File: src/rvs_pkg.sv
// package of constants and types for the sector verify command handler
// What this block does
// opcodes 40h and 41h both start verify
// retry bit of the opcode is ignored
// sectors checked, transfer request never raised
// uncorrectable sector stops the verify there
// 8-bit count, zero means 256 sectors
// mode bit zero: geometric start address
// mode bit one: 28-bit logical address
// count returns sectors left unverified
// address registers return last processed sector
// error shows only uncorrectable, not-found, aborted
// ending status: busy, fault, corrected cleared
// opcode 42h starts the extended verify
// extended count 16 bits, zero means 65536
// extended stop returns failing 48-bit address
// host writes parameters first, waits for busy
package rvs_pkg;

    // ***************************************************
    // register offsets on the plain register port
    // ***************************************************
    localparam logic [3:0] RVS_OFS_COUNT = 4'h0;
    localparam logic [3:0] RVS_OFS_SECNUM = 4'h1;
    localparam logic [3:0] RVS_OFS_CYL_LO = 4'h2;
    localparam logic [3:0] RVS_OFS_CYL_HI = 4'h3;
    localparam logic [3:0] RVS_OFS_DEVHEAD = 4'h4;
    localparam logic [3:0] RVS_OFS_CMD_STAT = 4'h5;
    localparam logic [3:0] RVS_OFS_ERROR = 4'h6;
    localparam logic [3:0] RVS_OFS_DEVCTL = 4'h7;
    localparam logic [3:0] RVS_OFS_IRQ_STAT = 4'h8;
    localparam logic [3:0] RVS_OFS_IRQ_MASK = 4'h9;

    // ***************************************************
    // opcodes, field positions and reset values
    // ***************************************************
    localparam logic [6:0] RVS_OP_VERIFY28_HI = 7'h20;
    localparam logic [7:0] RVS_OP_VERIFY48 = 8'h42;
    localparam int RVS_DH_LBA_BIT = 6;
    localparam int RVS_HOB_BIT = 7;
    localparam int RVS_ERR_UNC_BIT = 6;
    localparam int RVS_ERR_IDN_BIT = 4;
    localparam int RVS_ERR_ABT_BIT = 2;
    localparam logic [7:0] RVS_ERR_LEGAL_MASK = 8'h54;
    localparam logic [7:0] RVS_DEVHEAD_RST = 8'ha0;
    localparam logic [7:0] RVS_TF_RST = 8'h00;
    localparam logic [16:0] RVS_COUNT28_ZERO = 17'h00100;
    localparam logic [16:0] RVS_COUNT48_ZERO = 17'h10000;
    localparam int RVS_IRQ_W = 2;
    localparam int RVS_EV_DONE = 0;
    localparam int RVS_EV_ERROR = 1;

    // ***************************************************
    // disk geometry used for geometric address stepping
    // ***************************************************
    localparam logic [7:0] RVS_SECTORS_PER_TRACK = 8'h3f;
    localparam logic [3:0] RVS_LAST_HEAD = 4'hf;

    // ***************************************************
    // types
    // ***************************************************
    typedef enum logic [1:0] {
        RVS_ST_IDLE = 2'b00,
        RVS_ST_ISSUE = 2'b01,
        RVS_ST_WAIT = 2'b10,
        RVS_ST_DONE = 2'b11
    } rvs_state_t;

    // one sector check request towards the media engine
    typedef struct packed {
        logic lba_mode;
        logic [47:0] addr;
    } rvs_media_req_t;

    // answer of the media engine for one sector
    typedef struct packed {
        logic done;
        logic uncorrectable_flag;
        logic idnf;
    } rvs_media_rsp_t;

endpackage : rvs_pkg

File: src/rvs_addr_step.sv
// next sector address in logical or geometric form
`timescale 1ns/1ps
module rvs_addr_step
    import rvs_pkg::*;
(
    input wire logic lba_mode_in, // logical addressing
    input wire logic ext_in, // 48-bit command
    input wire logic [47:0] addr_in, // current sector
    output logic [47:0] next_out // following sector
);

    logic [7:0] sec;
    logic [3:0] head;
    logic [15:0] cyl;

    assign sec = addr_in[7:0];
    assign cyl = addr_in[23:8];
    assign head = addr_in[27:24];

    // step sector, then head, then cylinder in geometric form
    always_comb begin
        next_out = addr_in;
        if (ext_in) begin
            next_out = addr_in + 48'h1;
        end else if (lba_mode_in) begin
            next_out = {20'h0, addr_in[27:0] + 28'h1};
        end else if (sec < RVS_SECTORS_PER_TRACK) begin
            next_out[7:0] = sec + 8'h1;
        end else if (head != RVS_LAST_HEAD) begin
            next_out[7:0] = 8'h1;
            next_out[27:24] = head + 4'h1;
        end else begin
            next_out[7:0] = 8'h1;
            next_out[27:24] = 4'h0;
            next_out[23:8] = cyl + 16'h1;
        end
    end

endmodule : rvs_addr_step

File: src/rvs_irq_unit.sv
// sticky event flags, mask and level interrupt
`timescale 1ns/1ps
module rvs_irq_unit
    import rvs_pkg::*;
(
    input wire logic clk_in, // clock
    input wire logic srst_in, // sync reset
    input wire logic [RVS_IRQ_W-1:0] set_in, // event pulses
    input wire logic clr_wr_in, // write to flag register
    input wire logic mask_wr_in, // write to mask register
    input wire logic [RVS_IRQ_W-1:0] wdata_in, // write data
    output logic [RVS_IRQ_W-1:0] flags_out, // sticky flags
    output logic [RVS_IRQ_W-1:0] mask_out, // enable mask
    output logic irq_out // level interrupt
);

    // write one clears, a new event wins over the clear
    always_ff @(posedge clk_in) begin
        if (srst_in) begin
            flags_out <= '0;
        end else begin
            flags_out <= (flags_out & ~(clr_wr_in ? wdata_in : '0)) | set_in;
        end
    end

    // mask register
    always_ff @(posedge clk_in) begin
        if (srst_in) begin
            mask_out <= '0;
        end else if (mask_wr_in) begin
            mask_out <= wdata_in;
        end
    end

    // interrupt follows flags gated by mask
    always_ff @(posedge clk_in) begin
        if (srst_in) begin
            irq_out <= 1'b0;
        end else begin
            irq_out <= |(flags_out & mask_out);
        end
    end

endmodule : rvs_irq_unit

File: src/rvs_verify_cmd.sv
// sector verify command handler with task file and register port
//
// Strobed register access and the placing of the registers were decided locally.
`timescale 1ns/1ps
module rvs_verify_cmd
    import rvs_pkg::*;
(
    input wire logic clk_in, // clock, 125 MHz
    input wire logic srst_in, // sync reset
    input wire logic [3:0] addr_in, // register offset
    input wire logic [7:0] wdata_in, // write data
    input wire logic wr_in, // write strobe
    input wire logic rd_in, // read strobe
    output logic [7:0] rdata_out, // read data, next cycle
    output logic irq_out, // level interrupt
    output logic busy_out, // command running
    output logic media_req_valid_out, // one-cycle sector request
    output rvs_media_req_t media_req_out, // sector address
    input wire rvs_media_rsp_t media_rsp_in // sector result
);

    // ***************************************************
    // declarations
    // ***************************************************
    rvs_state_t state_q;
    logic [7:0] cnt_q, cnt_prev_q;
    logic [7:0] sn_q, sn_prev_q;
    logic [7:0] cl_q, cl_prev_q;
    logic [7:0] ch_q, ch_prev_q;
    logic [7:0] devhead_q;
    logic hob_q;
    logic [7:0] err_q;
    logic errbit_q;
    logic ext_q;
    logic lba_q;
    logic [47:0] cur_addr_q;
    logic [16:0] remain_q;
    logic [47:0] next_addr;
    logic [RVS_IRQ_W-1:0] irq_set;
    logic [RVS_IRQ_W-1:0] irq_flags;
    logic [RVS_IRQ_W-1:0] irq_mask;
    logic cmd_wr;
    logic tf_wr;
    logic go28;
    logic go48;
    logic sector_fail;
    logic [7:0] status;

    // pick the current or previous byte by the high-order select
    function automatic logic [7:0] rvs_hob_pick(input logic sel,
                                                input logic [7:0] cur,
                                                input logic [7:0] prev);
        return sel ? prev : cur;
    endfunction : rvs_hob_pick

    // ***************************************************
    // command decode
    // ***************************************************
    // task file and command writes are only taken while idle
    assign tf_wr = wr_in && (state_q == RVS_ST_IDLE);
    assign cmd_wr = tf_wr && (addr_in == RVS_OFS_CMD_STAT);
    // both 28-bit opcodes
    // low opcode bit ignored
    assign go28 = cmd_wr && (wdata_in[7:1] == RVS_OP_VERIFY28_HI);
    // extended opcode
    assign go48 = cmd_wr && (wdata_in == RVS_OP_VERIFY48);
    // failing sector ends the range
    assign sector_fail = media_rsp_in.uncorrectable_flag || media_rsp_in.idnf;

    // ***************************************************
    // address stepping and interrupt flags
    // ***************************************************
    rvs_addr_step u_step (
        .lba_mode_in(lba_q),
        .ext_in(ext_q),
        .addr_in(cur_addr_q),
        .next_out(next_addr)
    );

    // completion and error events
    assign irq_set[RVS_EV_DONE] = (state_q == RVS_ST_DONE);
    assign irq_set[RVS_EV_ERROR] = (state_q == RVS_ST_DONE) && errbit_q;

    rvs_irq_unit u_irq (
        .clk_in(clk_in),
        .srst_in(srst_in),
        .set_in(irq_set),
        .clr_wr_in(wr_in && (addr_in == RVS_OFS_IRQ_STAT)),
        .mask_wr_in(wr_in && (addr_in == RVS_OFS_IRQ_MASK)),
        .wdata_in(wdata_in[RVS_IRQ_W-1:0]),
        .flags_out(irq_flags),
        .mask_out(irq_mask),
        .irq_out(irq_out)
    );

    // ***************************************************
    // command sequencer
    // ***************************************************
    // walk the range one sector at a time
    always_ff @(posedge clk_in) begin
        if (srst_in) begin
            state_q <= RVS_ST_IDLE;
            ext_q <= 1'b0;
            lba_q <= 1'b0;
            cur_addr_q <= 48'h0;
            remain_q <= 17'h0;
        end else begin
            case (state_q)
                RVS_ST_IDLE: begin
                    if (go28) begin
                        ext_q <= 1'b0;
                        lba_q <= devhead_q[RVS_DH_LBA_BIT];
                        // geometric start address
                        // logical start address
                        cur_addr_q <= {20'h0, devhead_q[3:0], ch_q, cl_q, sn_q};
                        // zero count is 256
                        remain_q <= (cnt_q == 8'h0) ? RVS_COUNT28_ZERO : {9'h0, cnt_q};
                        state_q <= RVS_ST_ISSUE;
                    end else if (go48) begin
                        ext_q <= 1'b1;
                        lba_q <= 1'b1;
                        cur_addr_q <= {ch_prev_q, cl_prev_q, sn_prev_q, ch_q, cl_q, sn_q};
                        // zero count is 65536
                        remain_q <= ({cnt_prev_q, cnt_q} == 16'h0) ? RVS_COUNT48_ZERO
                                  : {1'b0, cnt_prev_q, cnt_q};
                        state_q <= RVS_ST_ISSUE;
                    end else if (cmd_wr) begin
                        state_q <= RVS_ST_DONE;
                    end
                end
                RVS_ST_ISSUE: begin
                    state_q <= RVS_ST_WAIT;
                end
                RVS_ST_WAIT: begin
                    if (media_rsp_in.done) begin
                        if (sector_fail) begin
                            // stop at the failing sector
                            state_q <= RVS_ST_DONE;
                        end else if (remain_q == 17'h1) begin
                            remain_q <= 17'h0;
                            state_q <= RVS_ST_DONE;
                        end else begin
                            remain_q <= remain_q - 17'h1;
                            cur_addr_q <= next_addr;
                            state_q <= RVS_ST_ISSUE;
                        end
                    end
                end
                RVS_ST_DONE: begin
                    state_q <= RVS_ST_IDLE;
                end
                default: begin
                    state_q <= RVS_ST_IDLE;
                end
            endcase
        end
    end

    // sector check request only, no host transfer
    always_ff @(posedge clk_in) begin
        if (srst_in) begin
            media_req_valid_out <= 1'b0;
            media_req_out <= '0;
        end else begin
            media_req_valid_out <= (state_q == RVS_ST_ISSUE);
            media_req_out.lba_mode <= lba_q;
            media_req_out.addr <= cur_addr_q;
        end
    end

    // ***************************************************
    // error and status
    // ***************************************************
    // only uncorrectable, not found and aborted bits
    always_ff @(posedge clk_in) begin
        if (srst_in) begin
            err_q <= 8'h0;
            errbit_q <= 1'b0;
        end else if (cmd_wr) begin
            err_q <= 8'h0;
            errbit_q <= !(go28 || go48);
            err_q[RVS_ERR_ABT_BIT] <= !(go28 || go48);
        end else if (state_q == RVS_ST_WAIT && media_rsp_in.done && sector_fail) begin
            err_q[RVS_ERR_UNC_BIT] <= media_rsp_in.uncorrectable_flag;
            err_q[RVS_ERR_IDN_BIT] <= media_rsp_in.idnf;
            errbit_q <= 1'b1;
        end
    end

    // busy from command write until the ending state
    always_ff @(posedge clk_in) begin
        if (srst_in) begin
            busy_out <= 1'b0;
        end else if (cmd_wr) begin
            busy_out <= 1'b1;
        end else if (state_q == RVS_ST_DONE) begin
            busy_out <= 1'b0;
        end
    end

    // fault, request, corrected and index read zero
    assign status = {busy_out, 1'b1, 1'b0, 1'b1, 1'b0, 1'b0, 1'b0, errbit_q};

    // ***************************************************
    // task file registers
    // ***************************************************
    // count, sector and cylinder writes shift current into previous; ending writes back
    always_ff @(posedge clk_in) begin
        if (srst_in) begin
            cnt_q <= RVS_TF_RST;
            cnt_prev_q <= RVS_TF_RST;
            sn_q <= RVS_TF_RST;
            sn_prev_q <= RVS_TF_RST;
            cl_q <= RVS_TF_RST;
            cl_prev_q <= RVS_TF_RST;
            ch_q <= RVS_TF_RST;
            ch_prev_q <= RVS_TF_RST;
            devhead_q <= RVS_DEVHEAD_RST;
            hob_q <= 1'b0;
        end else if (state_q == RVS_ST_DONE && busy_out && !err_q[RVS_ERR_ABT_BIT]) begin
            // sectors left unverified
            cnt_q <= remain_q[7:0];
            // last processed sector
            sn_q <= cur_addr_q[7:0];
            cl_q <= cur_addr_q[15:8];
            ch_q <= cur_addr_q[23:16];
            if (ext_q) begin
                cnt_prev_q <= remain_q[15:8];
                // upper bytes of the failing address
                sn_prev_q <= cur_addr_q[31:24];
                cl_prev_q <= cur_addr_q[39:32];
                ch_prev_q <= cur_addr_q[47:40];
            end else begin
                devhead_q[3:0] <= cur_addr_q[27:24];
            end
        end else if (tf_wr) begin
            // parameters accepted only while not busy
            case (addr_in)
                RVS_OFS_COUNT: begin
                    cnt_prev_q <= cnt_q;
                    cnt_q <= wdata_in;
                end
                RVS_OFS_SECNUM: begin
                    sn_prev_q <= sn_q;
                    sn_q <= wdata_in;
                end
                RVS_OFS_CYL_LO: begin
                    cl_prev_q <= cl_q;
                    cl_q <= wdata_in;
                end
                RVS_OFS_CYL_HI: begin
                    ch_prev_q <= ch_q;
                    ch_q <= wdata_in;
                end
                RVS_OFS_DEVHEAD: begin
                    devhead_q <= wdata_in;
                end
                RVS_OFS_DEVCTL: begin
                    hob_q <= wdata_in[RVS_HOB_BIT];
                end
                default: begin
                end
            endcase
        end
    end

    // ***************************************************
    // read port
    // ***************************************************
    // read data stand one cycle after the strobe only
    always_ff @(posedge clk_in) begin
        if (srst_in) begin
            rdata_out <= 8'h0;
        end else if (!rd_in) begin
            rdata_out <= 8'h0;
        end else begin
            case (addr_in)
                RVS_OFS_COUNT: rdata_out <= rvs_hob_pick(hob_q, cnt_q, cnt_prev_q);
                RVS_OFS_SECNUM: rdata_out <= rvs_hob_pick(hob_q, sn_q, sn_prev_q);
                RVS_OFS_CYL_LO: rdata_out <= rvs_hob_pick(hob_q, cl_q, cl_prev_q);
                RVS_OFS_CYL_HI: rdata_out <= rvs_hob_pick(hob_q, ch_q, ch_prev_q);
                RVS_OFS_DEVHEAD: rdata_out <= devhead_q;
                RVS_OFS_CMD_STAT: rdata_out <= status;
                RVS_OFS_ERROR: rdata_out <= err_q;
                RVS_OFS_DEVCTL: rdata_out <= {hob_q, 7'h0};
                RVS_OFS_IRQ_STAT: rdata_out <= {6'h0, irq_flags};
                RVS_OFS_IRQ_MASK: rdata_out <= {6'h0, irq_mask};
                default: rdata_out <= 8'h0;
            endcase
        end
    end

    // ***************************************************
    // assertions
    // ***************************************************
    // opcode 41h starts a verify
    a_odd_opcode_go: assert property (@(posedge clk_in) disable iff (srst_in)
        (state_q == RVS_ST_IDLE && wr_in && addr_in == RVS_OFS_CMD_STAT
         && wdata_in == 8'h41) |=> (state_q == RVS_ST_ISSUE && busy_out))
        else $error("opcode 41h did not start a verify");

    // retry bit changes nothing
    a_retry_ignored: assert property (@(posedge clk_in) disable iff (srst_in)
        go28 |=> (state_q == RVS_ST_ISSUE) ##1 media_req_valid_out)
        else $error("verify opcode did not issue a sector check");

    // status never shows a transfer request
    a_no_transfer: assert property (@(posedge clk_in) disable iff (srst_in)
        ($past(rd_in) && $past(addr_in) == RVS_OFS_CMD_STAT) |-> !rdata_out[3])
        else $error("transfer request seen in status");

    // no further request after a failing sector
    a_stop_on_fail: assert property (@(posedge clk_in) disable iff (srst_in)
        (state_q == RVS_ST_WAIT && media_rsp_in.done && sector_fail)
        |=> (state_q == RVS_ST_DONE) ##1 (state_q == RVS_ST_IDLE && !busy_out))
        else $error("verify went on after a failing sector");

    // zero count gives 256 sectors
    a_count_256: assert property (@(posedge clk_in) disable iff (srst_in)
        (go28 && cnt_q == 8'h0) |=> remain_q == 17'h00100)
        else $error("zero count not taken as 256");

    // logical address packed from the registers
    a_lba_pack: assert property (@(posedge clk_in) disable iff (srst_in)
        go28 |=> cur_addr_q[27:0] == {devhead_q[3:0], ch_q, cl_q, sn_q})
        else $error("start address packed wrongly");

    // clean finish leaves nothing unverified
    a_clean_zero: assert property (@(posedge clk_in) disable iff (srst_in)
        (state_q == RVS_ST_DONE && busy_out && !errbit_q) |=> cnt_q == 8'h0)
        else $error("count not zero after clean finish");

    // reserved error bits stay zero
    a_err_legal: assert property (@(posedge clk_in) disable iff (srst_in)
        (err_q & ~RVS_ERR_LEGAL_MASK) == 8'h0)
        else $error("illegal error bit set");

    // ending status has busy clear and ready set
    a_end_status: assert property (@(posedge clk_in) disable iff (srst_in)
        $fell(busy_out) |-> (status[6] && status[4] && !status[5] && !status[2]
                             && status[0] == (err_q != 8'h0)))
        else $error("wrong ending status");

    // extended zero count gives 65536
    a_count_65536: assert property (@(posedge clk_in) disable iff (srst_in)
        (go48 && cnt_q == 8'h0 && cnt_prev_q == 8'h0) |=> remain_q == 17'h10000)
        else $error("extended zero count not 65536");

endmodule : rvs_verify_cmd

File: config.mk
export PLATFORM = sky130hd
export DESIGN_NAME = rvs_verify_cmd
export DESIGN_NICKNAME = d
export VERILOG_FILES = /design/src/rvs_pkg.sv /design/src/rvs_addr_step.sv /design/src/rvs_irq_unit.sv /design/src/rvs_verify_cmd.sv
export SDC_FILE = /design/constraint.sdc
export NUM_CORES = 1
export LEC_CHECK = 0
export ABC_AREA = 1
export BUFFER_PORTS_ARGS = -buffer_cell sky130_fd_sc_hd__clkbuf_2
export CAP_MARGIN = 10
export CORE_UTILIZATION = 60
export CTS_BUF_LIST = sky130_fd_sc_hd__clkbuf_2 sky130_fd_sc_hd__clkbuf_4 sky130_fd_sc_hd__clkbuf_8
export DETAILED_ROUTE_END_ITERATION = 6
export GPL_ROUTABILITY_DRIVEN = 0
export PLACE_DENSITY = 0.91
export SKIP_CTS_REPAIR_TIMING = 1
export SYNTH_ARGS = -nofsm -noshare
export SYNTH_HDL_FRONTEND = slang
export SYNTH_SLANG_ARGS = --single-unit
File: constraint.sdc
create_clock -name clk_in -period 4.8 [get_ports clk_in]
set_input_delay 0 -clock clk_in [delete_from_list [all_inputs] [get_ports clk_in]]
set_output_delay 0 -clock clk_in [all_outputs]
set_load 0.05 [all_outputs]
==> metrics.yaml <==
slew_violations: 0
vdd_ir_drop_max_mv: 0.492
holdWs_ns: -0.0581
pwr-share-comb: 0.392
io_pins: 79
drive_gt1_frac: 0.0863
grt_max_degree: 84
synth.top_cell.area_share: 0.359
grt_pass1_wl_mm: 60.7
synth-seq-cells: 210
required_ns: 5.24
crit_type: "reg -> reg"
start_util: 0.620
cts-root-buf: "clkbuf_8"
status: "complete, but fails checks"
r2r_cells: 10
slowest_delay_ns: 0.57
worst_pin_slew_ns: 0.969
pwr_density_cell_mw_per_mm2: 536
multi_input_area_mm2: 0.00647
tns_ns: 0
syn_avg_cell_area_um2: 6.07
final-setup-viol-count: 0
port_buffers: 78
post-route-util: 0.698
insertion_delay_ns: 0.54
clock_skew_ns: 0.0191
area_growth_pct: 12.5
hold_path_class: "in -> reg"
drt-vias-per-instance: 5.92
drc: 29
final_hold_viol_count: 4
cp_common_cell: "inv_1"
grtUsageTotal: 0.382
p_sw_mw: 3.18
finalPower_mw: 7.06
tritoncts: "built"
die_width_um: 142
yosys_warnings: 0
holdPathEnd: "u_irq.flags_out[0]"
crit_path_start: "state_q[0]"
drtIter0Drc: 2163
power.leakage_nw: 5.61
hold_depth: 4
die_area_mm2: 0.0201
routed_wl_mm: 38.9
syn-cell-area_mm2: 0.0117
die_y_um: 142
rsz0062_at_grt: "no"
synthTopCellsByArea: "dfxtp_1 (36%), nand2_1 (17%), nor2_1 (12%)"
cts_buffer_depth: 3
crit_slowest_cell: "buf_4"
first_global_vias: 12000
fill_cells: 1643
slew-limit-headroom: 0.354
clk_pin_slew_worst_paths_ns: 0.06
synth.net_count: 1954
htreeDepth: 2
cts_buffers: 37
swShare: 0.451
max_freq_mhz: 350
antenna_found_initial: 0
diodes: 0
drv_cap: 0
intPower_mw: 3.88
period_needed_ns: 2.86
period_share: 0.596
r2r-end: "cur_addr_q[46]"
yosys.area.top_type: "dfxtp_1"
worstSetupEndpointType: "flip-flop"
pwr-share-clk: 0.249
pwr-share-seq: 0.358
drtAntennaViolNets: 0
register_area_mm2: 0.00420
cts_sinks: 210
async_flop_share: 0
wl_per_cell_um: 17.0
postSynthCellCount: 1930
crit_arrival_ns: 3.30
r2r_setup_slack_ns: 1.94
yosys-top-cells-count: "nand2_1 (518), nor2_1 (376), dfxtp_1 (210)"
synthMostInstantiatedCell: "nand2_1"
core_mm2: 0.0189
nets: 2025
path_cells: "inv_1, nand2_2, buf_4, nor2_1, inv_1, nand4_4, nor2_1, nand2_1, nand2_1, inv_1"
first_pass_iters: 7
r2r-start: "state_q[0]"
seq_area_frac_synth: 0.359
hpwl_mm: 27.6
violations: "design-rule violations, negative hold slack"
synth_cell_type_count: 47
grt-ovfl-total: 0
start_kind: "flip-flop"
hold_start: "wr_in"
synth_edf_count: 0
placementRows: 50
via_count: 13500
synthFlopType: "dfxtp_1"
cp_max_fo: 59
==> power by group through the flow <==
stage / Clock [mW] / Combinational, mW / Sequential [mW]
5_1_grt: 1.82 / 3.03 / 2.56
2_1_floorplan: 0 / 1.81 / 2.72
6_report: 1.76 / 2.77 / 2.53
4_1_cts: 1.76 / 2.68 / 2.50
3_5_place_dp: 0 / 2.66 / 2.53
3_3_place_gp: 0 / 2.58 / 2.52
==> worst max-delay path, delay by kind of cell (launching register included) <==
family	cells	cell delay (ns)
buffers and inverters	4	1.14
flip-flops	1	0.41
AND/OR/NAND/NOR	6	1.19
==> area by class of cell <==
type | count | area share
tap | 260 | 0.0247
inverter | 197 | 0.0561
timing repair buffer | 106 | 0.0492
sequential | 210 | 0.319
clock inverter | 8 | 0.00342
clock buffer | 58 | 0.0572
multi-input combinational | 1449 | 0.491
==> kinds of logic after synthesis <==
group	share of synthesized area
compound gates	0.140
xor+xnor	0.00823
fa+ha+maj	0.00534
buf+inv	0.0896
flops	0.359
simple gates	0.398
==> worst max-delay path by stage <==
stage | depth (start not counted) | to
after floorplan | 8 | ch_prev_q[6]
after global placement | 10 | cur_addr_q[46]
after detailed placement | 10 | cur_addr_q[46]
after CTS | 10 | cur_addr_q[46]
after global routing | 10 | cur_addr_q[46]
final | 10 | cur_addr_q[46]
==> sequential cells by signal (all words and copies together) (netlist names), 2 cells and up <==
signal           flops
ch_prev_q            8
remain_q            17
u_irq.flags_out      2
media_req_out       49
err_q                3
rdata_out            8
cnt_q                8
ch_q                 8
cl_q                 8
sn_q                 8
sn_prev_q            8
cnt_prev_q           8
cur_addr_q          48
cl_prev_q            8
state_q              2
devhead_q            8
u_irq.mask_out       2
==> placed cells by master, fill, tap and decap left out, drive strengths merged <==
master	Yosys	layout
nand2	522	522
nor2	381	381
dfxtp	210	210
inv	195	195
nand3	181	181
o21ai	138	138
clkbuf	45	135
a21oi	117	117
nor3	23	23
dlygate4sd3	0	18
nand4	13	13
buf	29	11
o22ai	10	10
xor2	9	9
clkinv	2	8
a31oi	7	7
a211oi	7	7
a22oi	7	7
o211ai	5	5
ha	5	5
nand3b	4	4
o21bai	4	4
a22o	3	3
xnor2	2	2
nor4	2	2
a41oi	2	2
clkinvlp	0	2
a21boi	2	2
nor3b	1	1
o31ai	1	1
or2	1	1
a221oi	1	1
and3	1	1
==> per-stage QoR <==
stage / instances / setup WS, ns / cell area, um2 / hold WS, ns
floorplan: 1930 / 2.86 / 11700 / 0.130
global placement: 2204 / 2.10 / 12200 / 0.260
detailed placement: 2204 / 2.06 / 12200 / 0.263
CTS: 2270 / 2.06 / 13000 / -0.279
global route: 2288 / 1.75 / 13200 / 0.000767
finish: 2288 / 1.94 / 13200 / -0.0581
==> per-layer routing <==
metal  part of all wire  up-vias  global-route usage
li1                   -     6330                   -
met1               0.36     5991               0.473
met2               0.43      981               0.585
met3               0.13      246              0.0908
met4              0.079        0               0.273
met5                  0        -                   0
(Power assumes the default switching activity.)
